<file path="src/core/pwr_mode_pkg.sv">
// Package for the bridge power-mode sequencer: register map, field positions,
// reset values and the enumerations shared by design and bench.
// Assumes a 32-bit AXI4-Lite register bus on a single 250 MHz clock.
package pwr_mode_pkg;

   // Register byte offsets
   localparam logic [7:0] power_mgmt_config_reg_off = 8'h00;
   localparam logic [7:0] processor_iface_config1_off = 8'h04;
   localparam logic [7:0] mem_ctrl_config8_off = 8'h08;
   localparam logic [7:0] status_off = 8'h0c;

   // Power management config fields
   localparam int doze_sel_bit = 0;
   localparam int nap_sel_bit = 1;
   localparam int sleep_sel_bit = 2;
   localparam int legacy_handshake_required_bit = 3;
   localparam int second_cpu_wake_enable_bit = 4;
   localparam int lowpower_refresh_enable_bit = 5;
   localparam int snoop_run_disable_bit = 6;
   localparam int global_lowpower_enable_bit = 7;

   // Processor interface config fields
   localparam int machine_check_report_enable_bit = 0;
   localparam int cpu_kind_lsb = 1;

   // Memory controller config field
   localparam int self_refresh_select_bit = 0;

   // Reset values
   localparam logic [7:0] pmcfg_reset = 8'h00;
   localparam logic [2:0] picfg_reset = 3'h0;
   localparam logic self_refresh_reset = 1'b0;

   // Bus responses
   localparam logic [1:0] resp_okay = 2'h0;
   localparam logic [1:0] resp_slverr = 2'h2;

   // Processor kinds: legacy (optional handshake), quiesce pins, stop/go pins
   typedef enum logic [1:0] {
      cpu_legacy,
      cpu_quiesce,
      cpu_stopgo,
      cpu_spare
   } cpu_kind_e;

   // Power states
   typedef enum logic [2:0] {
      st_full_on,
      st_doze,
      st_nap,
      st_sleep,
      st_suspend
   } pwr_state_e;

   // Wake event inputs from the rest of the bridge and pins
   typedef struct packed {
      logic pci_mem_hit;
      logic cpu0_bus_request;
      logic cpu1_bus_request;
      logic nmi;
   } wake_s;

   // Refresh selection toward the memory controller
   typedef struct packed {
      logic refresh_run;
      logic self_refresh;
      logic cas_before_ras;
   } refresh_s;

endpackage : pwr_mode_pkg

</file>
<file path="src/core/bridge_power_mode_controller.sv">
// Power-mode sequencer of the host bridge: full-on, doze, nap, sleep, suspend.
// Assumes pins (quiesce request, suspend, bus requests, nmi) are asynchronous
// and PCI hit / service-busy come from logic on clk_sys.
//
// Behaviour
// - Doze, nap, sleep by bits; suspend by pin
// - No low-power state without global enable
// - Quiesce request enters nap/sleep, acknowledge answers
// - Doze enters on select and enable with no wake pending
// - Nap/sleep need select, enable, active request
// - Processor kind flips request/acknowledge polarity
// - Legacy kind: handshake bit gates request wait
// - Suspend entered on pin low, left high
// - Full-on after reset
// - Doze/nap keep decode, refresh, request, nmi monitors
// - Doze wakes on hit, bus request, enabled nmi
// - Return to doze when idle and enabled
// - Nap serves hits in place; wakes on requests (second if enabled), enabled nmi
// - Non-PCI nap wake clears global enable
// - Go held through all of nap; snoop run disable does not drop it
// - Sleep ignores PCI hits, wakes on others
// - Every sleep wake clears global enable
// - Low-power refresh: off, self or CBR
// - Suspend ignores everything but the pin
`timescale 1ns/1ps
module bridge_power_mode_controller
   import pwr_mode_pkg::*;
(
   // Clock and reset
   input wire logic clk_sys,
   input wire logic rstn,
   // AXI4-Lite write address
   input wire logic [7:0] s_axi_awaddr,
   input wire logic s_axi_awvalid,
   output logic s_axi_awready,
   // AXI4-Lite write data
   input wire logic [31:0] s_axi_wdata,
   input wire logic [3:0] s_axi_wstrb,
   input wire logic s_axi_wvalid,
   output logic s_axi_wready,
   // AXI4-Lite write response
   output logic [1:0] s_axi_bresp,
   output logic s_axi_bvalid,
   input wire logic s_axi_bready,
   // AXI4-Lite read address
   input wire logic [7:0] s_axi_araddr,
   input wire logic s_axi_arvalid,
   output logic s_axi_arready,
   // AXI4-Lite read data
   output logic [31:0] s_axi_rdata,
   output logic [1:0] s_axi_rresp,
   output logic s_axi_rvalid,
   input wire logic s_axi_rready,
   // Processor handshake pins (pin levels, active low for quiesce kind)
   input wire logic quiesce_request_pin,
   output logic quiesce_acknowledge_pin,
   // Suspend pin, low requests suspend
   input wire logic suspend_n,
   // Wake sources: pins are asynchronous, pci_mem_hit is on clk_sys
   input wire pwr_mode_pkg::wake_s wake_in,
   // PCI service still in progress, on clk_sys
   input wire logic pci_service_busy,
   // State and unit controls
   output pwr_mode_pkg::pwr_state_e power_state,
   output logic units_full_clock,
   output logic pci_decode_enable,
   output pwr_mode_pkg::refresh_s refresh_ctrl
);

   // Registers
   logic [7:0] pmcfg_q;
   logic [2:0] picfg_q;
   logic self_refresh_q;
   pwr_state_e state_q;
   pwr_state_e state_d;
   logic ack_q;
   logic pci_wake_q;
   logic clear_enable;

   // Two-flop synchronisers for pins; only stage two is read
   logic [4:0] sync1_q;
   logic [4:0] sync2_q;
   logic [4:0] pins_raw;
   assign pins_raw = {quiesce_request_pin, suspend_n, wake_in.cpu0_bus_request,
                      wake_in.cpu1_bus_request, wake_in.nmi};

   // Pins cross from outside the clock domain
   always_ff @(posedge clk_sys or negedge rstn) begin
      if (!rstn) begin
         // Idle levels: request and suspend high, bus requests high, nmi low;
         // any other value would look like a wake right after reset
         sync1_q <= 5'h1e;
         sync2_q <= 5'h1e;
      end else begin
         sync1_q <= pins_raw;
         sync2_q <= sync1_q;
      end
   end

   logic quiesce_request_pin_s;
   logic suspend_n_s;
   logic br0_s;
   logic br1_s;
   logic nmi_s;
   assign quiesce_request_pin_s = sync2_q[4];
   assign suspend_n_s = sync2_q[3];
   assign br0_s = sync2_q[2];
   assign br1_s = sync2_q[1];
   assign nmi_s = sync2_q[0];

   // Config field views
   logic pm_en;
   logic machine_check_report_enable;
   cpu_kind_e kind;
   assign pm_en = pmcfg_q[global_lowpower_enable_bit];
   assign machine_check_report_enable = picfg_q[machine_check_report_enable_bit];
   assign kind = cpu_kind_e'(picfg_q[cpu_kind_lsb +: 2]);

   // Request seen active: stop/go kind uses a high stop level
   logic quiesce_request_active;
   // Spare kind behaves like the quiesce kind
   assign quiesce_request_active = (kind == cpu_stopgo) ? quiesce_request_pin_s : !quiesce_request_pin_s;

   // Legacy kind may skip the handshake when not required
   logic quiesce_request_ok;
   always_comb begin
      if (kind == cpu_legacy && !pmcfg_q[legacy_handshake_required_bit]) begin
         quiesce_request_ok = 1'b1;
      end else begin
         quiesce_request_ok = quiesce_request_active;
      end
   end

   // Wake sources per state; bus requests are active low pins
   logic br0_req;
   logic br1_req;
   logic nmi_wake;
   logic wake_common;
   // Pin wakes arrive two to three cycles late through the synchronisers
   assign br0_req = !br0_s;
   assign br1_req = !br1_s;
   assign nmi_wake = nmi_s && machine_check_report_enable;
   // Doze wakes on either request unconditionally
   logic doze_wake;
   assign doze_wake = wake_in.pci_mem_hit || br0_req || br1_req || nmi_wake;
   assign wake_common = br0_req || (br1_req && pmcfg_q[second_cpu_wake_enable_bit])
                        || nmi_wake;

   // State decision; suspend wins in full-on, yields to wakes in doze, and ignores all else
   always_comb begin
      state_d = state_q;
      clear_enable = 1'b0;
      case (state_q)
         st_full_on: begin
            if (pm_en && !suspend_n_s) begin
               state_d = st_suspend;
            end else if (pci_service_busy) begin
               state_d = st_full_on; // Finish pending service first
            end else if (pm_en && pmcfg_q[sleep_sel_bit] && quiesce_request_ok) begin
               state_d = st_sleep;
            end else if (pm_en && pmcfg_q[nap_sel_bit] && quiesce_request_ok) begin
               state_d = st_nap;
            end else if (pm_en && pmcfg_q[doze_sel_bit] && !doze_wake) begin
               // A wake source still pending keeps full-on; going back at once
               // would bounce between doze and full-on every cycle
               state_d = st_doze;
            end
         end
         st_doze: begin
            if (!pm_en || !pmcfg_q[doze_sel_bit] || doze_wake) begin
               state_d = st_full_on;
            end else if (!suspend_n_s) begin
               state_d = st_suspend;
            end
         end
         st_nap: begin
            if (wake_common) begin
               state_d = st_full_on;
               clear_enable = 1'b1;
            end else if (wake_in.pci_mem_hit || pci_service_busy) begin
               state_d = st_nap; // PCI served in place, enable kept
            end else if (!pm_en || !pmcfg_q[nap_sel_bit]) begin
               state_d = st_full_on;
            end
         end
         st_sleep: begin
            // PCI hits are not looked at: decode is off in sleep
            if (wake_common) begin
               state_d = st_full_on;
               clear_enable = 1'b1;
            end
         end
         st_suspend: begin
            // Nothing but the synchronised pin is looked at here
            if (suspend_n_s) begin
               state_d = st_full_on;
            end
         end
         default: state_d = st_full_on;
      endcase
   end

   // State register; reset lands in full-on
   always_ff @(posedge clk_sys or negedge rstn) begin
      if (!rstn) begin
         state_q <= st_full_on;
      end else begin
         state_q <= state_d;
      end
   end

   // PCI service during nap tracked for the go output
   always_ff @(posedge clk_sys or negedge rstn) begin
      if (!rstn) begin
         pci_wake_q <= 1'b0;
      end else begin
         // Only while nap is kept; a wake that leaves nap must not stretch go
         // into full-on for a cycle
         pci_wake_q <= (state_d == st_nap) && (wake_in.pci_mem_hit || pci_service_busy);
      end
   end

   // Acknowledge raised once the state is reached, dropped on full-on
   // Registered so the pin never glitches while the state decision settles
   always_ff @(posedge clk_sys or negedge rstn) begin
      if (!rstn) begin
         ack_q <= 1'b0;
      end else if (state_d == st_nap || state_d == st_sleep) begin
         ack_q <= 1'b1;
      end else begin
         ack_q <= 1'b0;
      end
   end

   // Go asserted during nap PCI service even with snoop run disabled, as ack_q already covers all of nap
   logic ack_active;
   assign ack_active = ack_q || (pci_wake_q && kind == cpu_stopgo
                                 && !pmcfg_q[snoop_run_disable_bit]);
   // Stop/go kind drives go high as active; others drive active low
   always_comb begin
      if (kind == cpu_stopgo) begin
         quiesce_acknowledge_pin = ack_active;
      end else begin
         quiesce_acknowledge_pin = !ack_active;
      end
   end

   // Unit controls per state
   assign power_state = state_q;
   // Doze and nap keep decoding so a PCI hit can wake or be served
   assign units_full_clock = (state_q == st_full_on);
   assign pci_decode_enable = (state_q == st_full_on) || (state_q == st_doze)
                              || (state_q == st_nap);

   // Refresh: normal in full-on/doze/nap, chosen by bits in sleep/suspend
   // Limitation: no rate control here, the memory side times the refresh
   always_comb begin
      refresh_ctrl = '0;
      if (state_q == st_sleep || state_q == st_suspend) begin
         if (pmcfg_q[lowpower_refresh_enable_bit]) begin
            refresh_ctrl.refresh_run = 1'b1;
            refresh_ctrl.self_refresh = self_refresh_q;
            refresh_ctrl.cas_before_ras = !self_refresh_q;
         end
      end else begin
         refresh_ctrl.refresh_run = 1'b1;
         refresh_ctrl.cas_before_ras = 1'b1;
      end
   end

   // AXI4-Lite write: take address and data in either order, answer after both
   logic aw_held_q;
   logic w_held_q;
   logic [7:0] awaddr_q;
   logic [31:0] wdata_q;
   logic [3:0] wstrb_q;
   logic wr_fire;
   assign s_axi_awready = !aw_held_q && !s_axi_bvalid;
   assign s_axi_wready = !w_held_q && !s_axi_bvalid;
   assign wr_fire = aw_held_q && w_held_q;

   // Write channel capture and response
   always_ff @(posedge clk_sys or negedge rstn) begin
      if (!rstn) begin
         aw_held_q <= 1'b0;
         w_held_q <= 1'b0;
         awaddr_q <= 8'h00;
         wdata_q <= 32'h0000_0000;
         wstrb_q <= 4'h0;
         s_axi_bvalid <= 1'b0;
         s_axi_bresp <= resp_okay;
      end else begin
         if (s_axi_awvalid && s_axi_awready) begin
            aw_held_q <= 1'b1;
            awaddr_q <= s_axi_awaddr;
         end
         if (s_axi_wvalid && s_axi_wready) begin
            w_held_q <= 1'b1;
            wdata_q <= s_axi_wdata;
            wstrb_q <= s_axi_wstrb;
         end
         if (wr_fire) begin
            aw_held_q <= 1'b0;
            w_held_q <= 1'b0;
            s_axi_bvalid <= 1'b1;
            case (awaddr_q)
               power_mgmt_config_reg_off, processor_iface_config1_off,
               mem_ctrl_config8_off, status_off: s_axi_bresp <= resp_okay;
               // Unmapped offsets still complete, with an error response
               default: s_axi_bresp <= resp_slverr;
            endcase
         end else if (s_axi_bvalid && s_axi_bready) begin
            s_axi_bvalid <= 1'b0;
         end
      end
   end

   // Config registers; hardware clear of enable beats a software write
   always_ff @(posedge clk_sys or negedge rstn) begin
      if (!rstn) begin
         pmcfg_q <= pmcfg_reset;
         picfg_q <= picfg_reset;
         self_refresh_q <= self_refresh_reset;
      end else begin
         // Only the low byte lane carries bits; upper lanes are ignored
         if (wr_fire && wstrb_q[0]) begin
            case (awaddr_q)
               power_mgmt_config_reg_off: pmcfg_q <= wdata_q[7:0];
               processor_iface_config1_off: picfg_q <= wdata_q[2:0];
               mem_ctrl_config8_off: self_refresh_q <= wdata_q[0];
               default: ;
            endcase
         end
         if (clear_enable) begin
            pmcfg_q[global_lowpower_enable_bit] <= 1'b0;
         end
      end
   end

   // AXI4-Lite read: one cycle to data, held until taken
   // A new address waits while data is pending, so rdata stays coherent
   assign s_axi_arready = !s_axi_rvalid;
   always_ff @(posedge clk_sys or negedge rstn) begin
      if (!rstn) begin
         s_axi_rvalid <= 1'b0;
         s_axi_rdata <= 32'h0000_0000;
         s_axi_rresp <= resp_okay;
      end else if (s_axi_arvalid && s_axi_arready) begin
         s_axi_rvalid <= 1'b1;
         s_axi_rresp <= resp_okay;
         case (s_axi_araddr)
            power_mgmt_config_reg_off: s_axi_rdata <= {24'h000000, pmcfg_q};
            processor_iface_config1_off: s_axi_rdata <= {29'h0, picfg_q};
            mem_ctrl_config8_off: s_axi_rdata <= {31'h0, self_refresh_q};
            status_off: s_axi_rdata <= {28'h0, ack_q, state_q};
            default: begin
               s_axi_rdata <= 32'h0000_0000;
               s_axi_rresp <= resp_slverr;
            end
         endcase
      end else if (s_axi_rvalid && s_axi_rready) begin
         s_axi_rvalid <= 1'b0;
      end
   end

endmodule : bridge_power_mode_controller

</file>
<file path="config.mk">
export PLATFORM = sky130hd
export DESIGN_NAME = bridge_power_mode_controller
export DESIGN_NICKNAME = d
export VERILOG_FILES = /design/src/core/pwr_mode_pkg.sv /design/src/core/bridge_power_mode_controller.sv
export SDC_FILE = /design/constraint.sdc
export NUM_CORES = 1
export LEC_CHECK = 0
export BUFFER_PORTS_ARGS = -buffer_cell sky130_fd_sc_hd__buf_2
export CAP_MARGIN = 20
export CORE_MARGIN = 2
export CORE_UTILIZATION = 50
export DETAILED_ROUTE_END_ITERATION = 12
export PLACE_DENSITY = 0.9
export SETUP_SLACK_MARGIN = 0.4
export SLEW_MARGIN = 20
export SYNTH_ARGS = -nofsm -noshare
export SYNTH_HDL_FRONTEND = slang
export SYNTH_SLANG_ARGS = --single-unit
</file>
<file path="constraint.sdc">
create_clock -name clk_sys -period 5.7 [get_ports clk_sys]
set_clock_uncertainty 0.15 [all_clocks]
set_input_delay 0.57 -clock clk_sys [delete_from_list [all_inputs] [get_ports clk_sys]]
set_output_delay 0.57 -clock clk_sys [all_outputs]
set_load 0.02 [all_outputs]
</file>
==> out/qor.yml <==
outcome: "finished clean"
hold_buffers: 0
dr_total_vias: 1801
p_per_area_mw_per_mm2: 385
antenna_cells: 0
worstSkewPairLatency_ns: 0.33
total_power_mw: 1.18
synth-seq-cells: 58
totalNegativeSetupSlack_ns: 0
cts-resized-gates: 0
ys_warn_count: 0
synth.top_cell.area_share: 0.486
dieArea_mm2: 0.00574
rrSetupSlack_ns: 3.21
stdcell_count: 360
dp_cells: 344
clk_pin_slew_ns: 0.06
final_core_util: 0.605
worst_pin_slew_ns: 0.697
numPortBuffers: 62
die_y_um: 75.8
grt_pass1_wl_um: 7820
clock_sinks: 58
finalCriticalPeriod_ns: 2.49
routedWlPerCell_um: 13.3
cts_tree: "done"
fin_crit_sh: 0.436
drc: 0
p_int_mw: 0.830
ys_seq_area_frac: 0.568
p_leak_nw: 1.46
pwr-share-clk: 0.309
antenna_found_initial: 0
ys_top_cells_by_area: "dfrtp_1 49%, mux2_2 12%, dfstp_2 8.2%"
cp-end-kind: "flip-flop"
syn_inst: 217
h-tree-depth: 3
arrival_ns: 2.55
peakVddDrop_v: 0.000230
layout_commonest_cell: "buf_2"
cp_cell_sequence: "or4_4, or4_4, nor3_4, mux2_2"
cts_buffers: 9
hold_path.class: "in2reg"
power_frac_seq: 0.490
ant_nets: 0
crit_slowest_cell: "or4_4"
clockRootBuffer: "clkbuf_8"
initial_core_util: 0.511
timing.final.max_slew_violations: 0
area_growth_pct: 18.4
core_mm2: 0.00504
syn_area_mm2: 0.00257
row_count: 26
setup_viol: 0
fmax_mhz: 402
drt_iter0_drc: 118
p_sw_frac: 0.294
die_w_um: 75.8
final_cell_mix: "62 x buf_2, 50 x dfrtp_1, 27 x mux2_2"
rsz0062_at_grt: "no"
dp_hpwl_um: 3430
drive_gt1_frac: 0.397
maxSlewHeadroom: 0.535
grt_max_degree: 59
first_global_vias: 1709
postCtsSetupRepairBufs: 0
critPathMaxStageDelay_ns: 0.54
worstPathRequired_ns: 5.76
synth_cell_types: 36
hold_viol: 0
yosys.area.top_type: "dfrtp_1"
fill_cells: 427
num_io_pins: 116
maxCapViolations: 0
track_usage: 0.189
syn_area_per_cell_um2: 11.9
path_class: "reg2reg"
cts.path.max_buffers: 2
power_switching_mw: 0.345
via_per_inst: 5.00
routed_wl_um: 4800
crit_top_cell: "or4_4"
firstDrtPassIters: 4
grt.overflow.total: 0
gp_congestion: 0.916
nNetsFinal: 351
crit_fanout: 10
cp-start-kind: "flip-flop"
p_comb_frac: 0.200
==> layout make-up <==
class,count,area [µm²],share of cell area
clock buffers,13,149,0.0488
repair buffers,63,318,0.104
flip-flops and latches,58,1460,0.479
well taps,70,87.6,0.0287
multi-input cells,146,967,0.317
inverters,7,26.3,0.00862
clock inverters,3,40.0,0.0131
==> synthesized netlist by cell type <==
| cell type | count |
|---|---|
| dfrtp_1 | 50 |
| mux2_2 | 27 |
| buf_4 | 26 |
| nand2_1 | 14 |
| o21ai_0 | 13 |
| nor2_1 | 11 |
| dfstp_2 | 8 |
| inv_1 | 7 |
| clkbuf_1 | 5 |
| a21oi_1 | 4 |
| a22o_1 | 4 |
| nand3_1 | 4 |
| nor2b_1 | 4 |
| a31oi_1 | 3 |
| mux2i_1 | 3 |
| nand2b_1 | 3 |
| nor3b_1 | 3 |
| nor4_1 | 3 |
| o22ai_1 | 3 |
| and2_1 | 2 |
| and3_1 | 2 |
| nand4_1 | 2 |
| nor3_1 | 2 |
| or4_4 | 2 |
| a21boi_0 | 1 |
| a21o_1 | 1 |
| a311oi_1 | 1 |
| and4_1 | 1 |
| conb_1 | 1 |
| mux4_2 | 1 |
| nor3_4 | 1 |
| nor4b_1 | 1 |
| o21a_1 | 1 |
| o21bai_1 | 1 |
| o31ai_1 | 1 |
| or3_1 | 1 |
==> routing by layer <==
metal  wire length [µm]  track usage
met1               2020        0.222
met2               2320        0.298
met3                376       0.0899
met4                 90       0.0799
met5                  0            0
==> metrics by stage <==
stage               instance area [µm²]  hold WS, ns  worst slack (ns)
floorplan                          2670        0.124              3.37
global placement                   2860        0.186              3.26
detailed placement                 2860        0.186              3.22
CTS                                3050        0.165              3.19
global route                       3050        0.157              3.08
finish                             3050        0.180              3.21
==> final timing paths <==
check	startpoint	end	cells after the start
worst max-delay path	awaddr_q[1]	pmcfg_q[6]	4
worst min-delay path	wake_in[2]	sync1_q[2]	1
worst max register to register	awaddr_q[1]	pmcfg_q[6]	4
worst min register to register	sync1_q[3]	sync2_q[3]	0
max in group asynchronous	rstn	s_axi_rdata[3]	2
min in group asynchronous	rstn	sync1_q[0]	2
==> kinds of logic (layout without fill, tap and decap cells) <==
group	Yosys count	in the layout	synth area share
buffers and inverters	38	86	0.0933
DFF	58	58	0.568
other	1	26	0.00146
AOI/OAI and AO/OA	33	33	0.0792
and+or+nand+nor	56	56	0.120
muxes	31	31	0.138
==> power groups by stage <==
stage / Clock, mW / Combinational, mW / Sequential (mW)
finish: 0.364 / 0.235 / 0.576
global route: 0.391 / 0.263 / 0.589
CTS: 0.372 / 0.239 / 0.576
detailed placement: 0 / 0.238 / 0.582
global placement: 0 / 0.228 / 0.576
floorplan: 0 / 0.185 / 0.567
==> state kept, by name (all words and copies together) (netlist names) <==
register        count
w_held_q            1
sync2_q             5
self_refresh_q      1
s_axi_rdata         8
s_axi_bresp         1
wdata_q             8
awaddr_q            8
s_axi_rresp         1
aw_held_q           1
s_axi_bvalid        1
sync1_q             5
picfg_q             3
s_axi_rvalid        1
wstrb_q             1
power_state         3
pci_wake_q          1
ack_q               1
pmcfg_q             8
==> critical path, delay by kind of cell (launching register included) <==
| kind | cells | cell delay [ns] |
|---|---|---|
| and+or+nand+nor | 3 | 1.46 |
| DFF | 1 | 0.38 |
| muxes | 1 | 0.39 |
No activity file was read; power rests on OpenSTA's default activity.
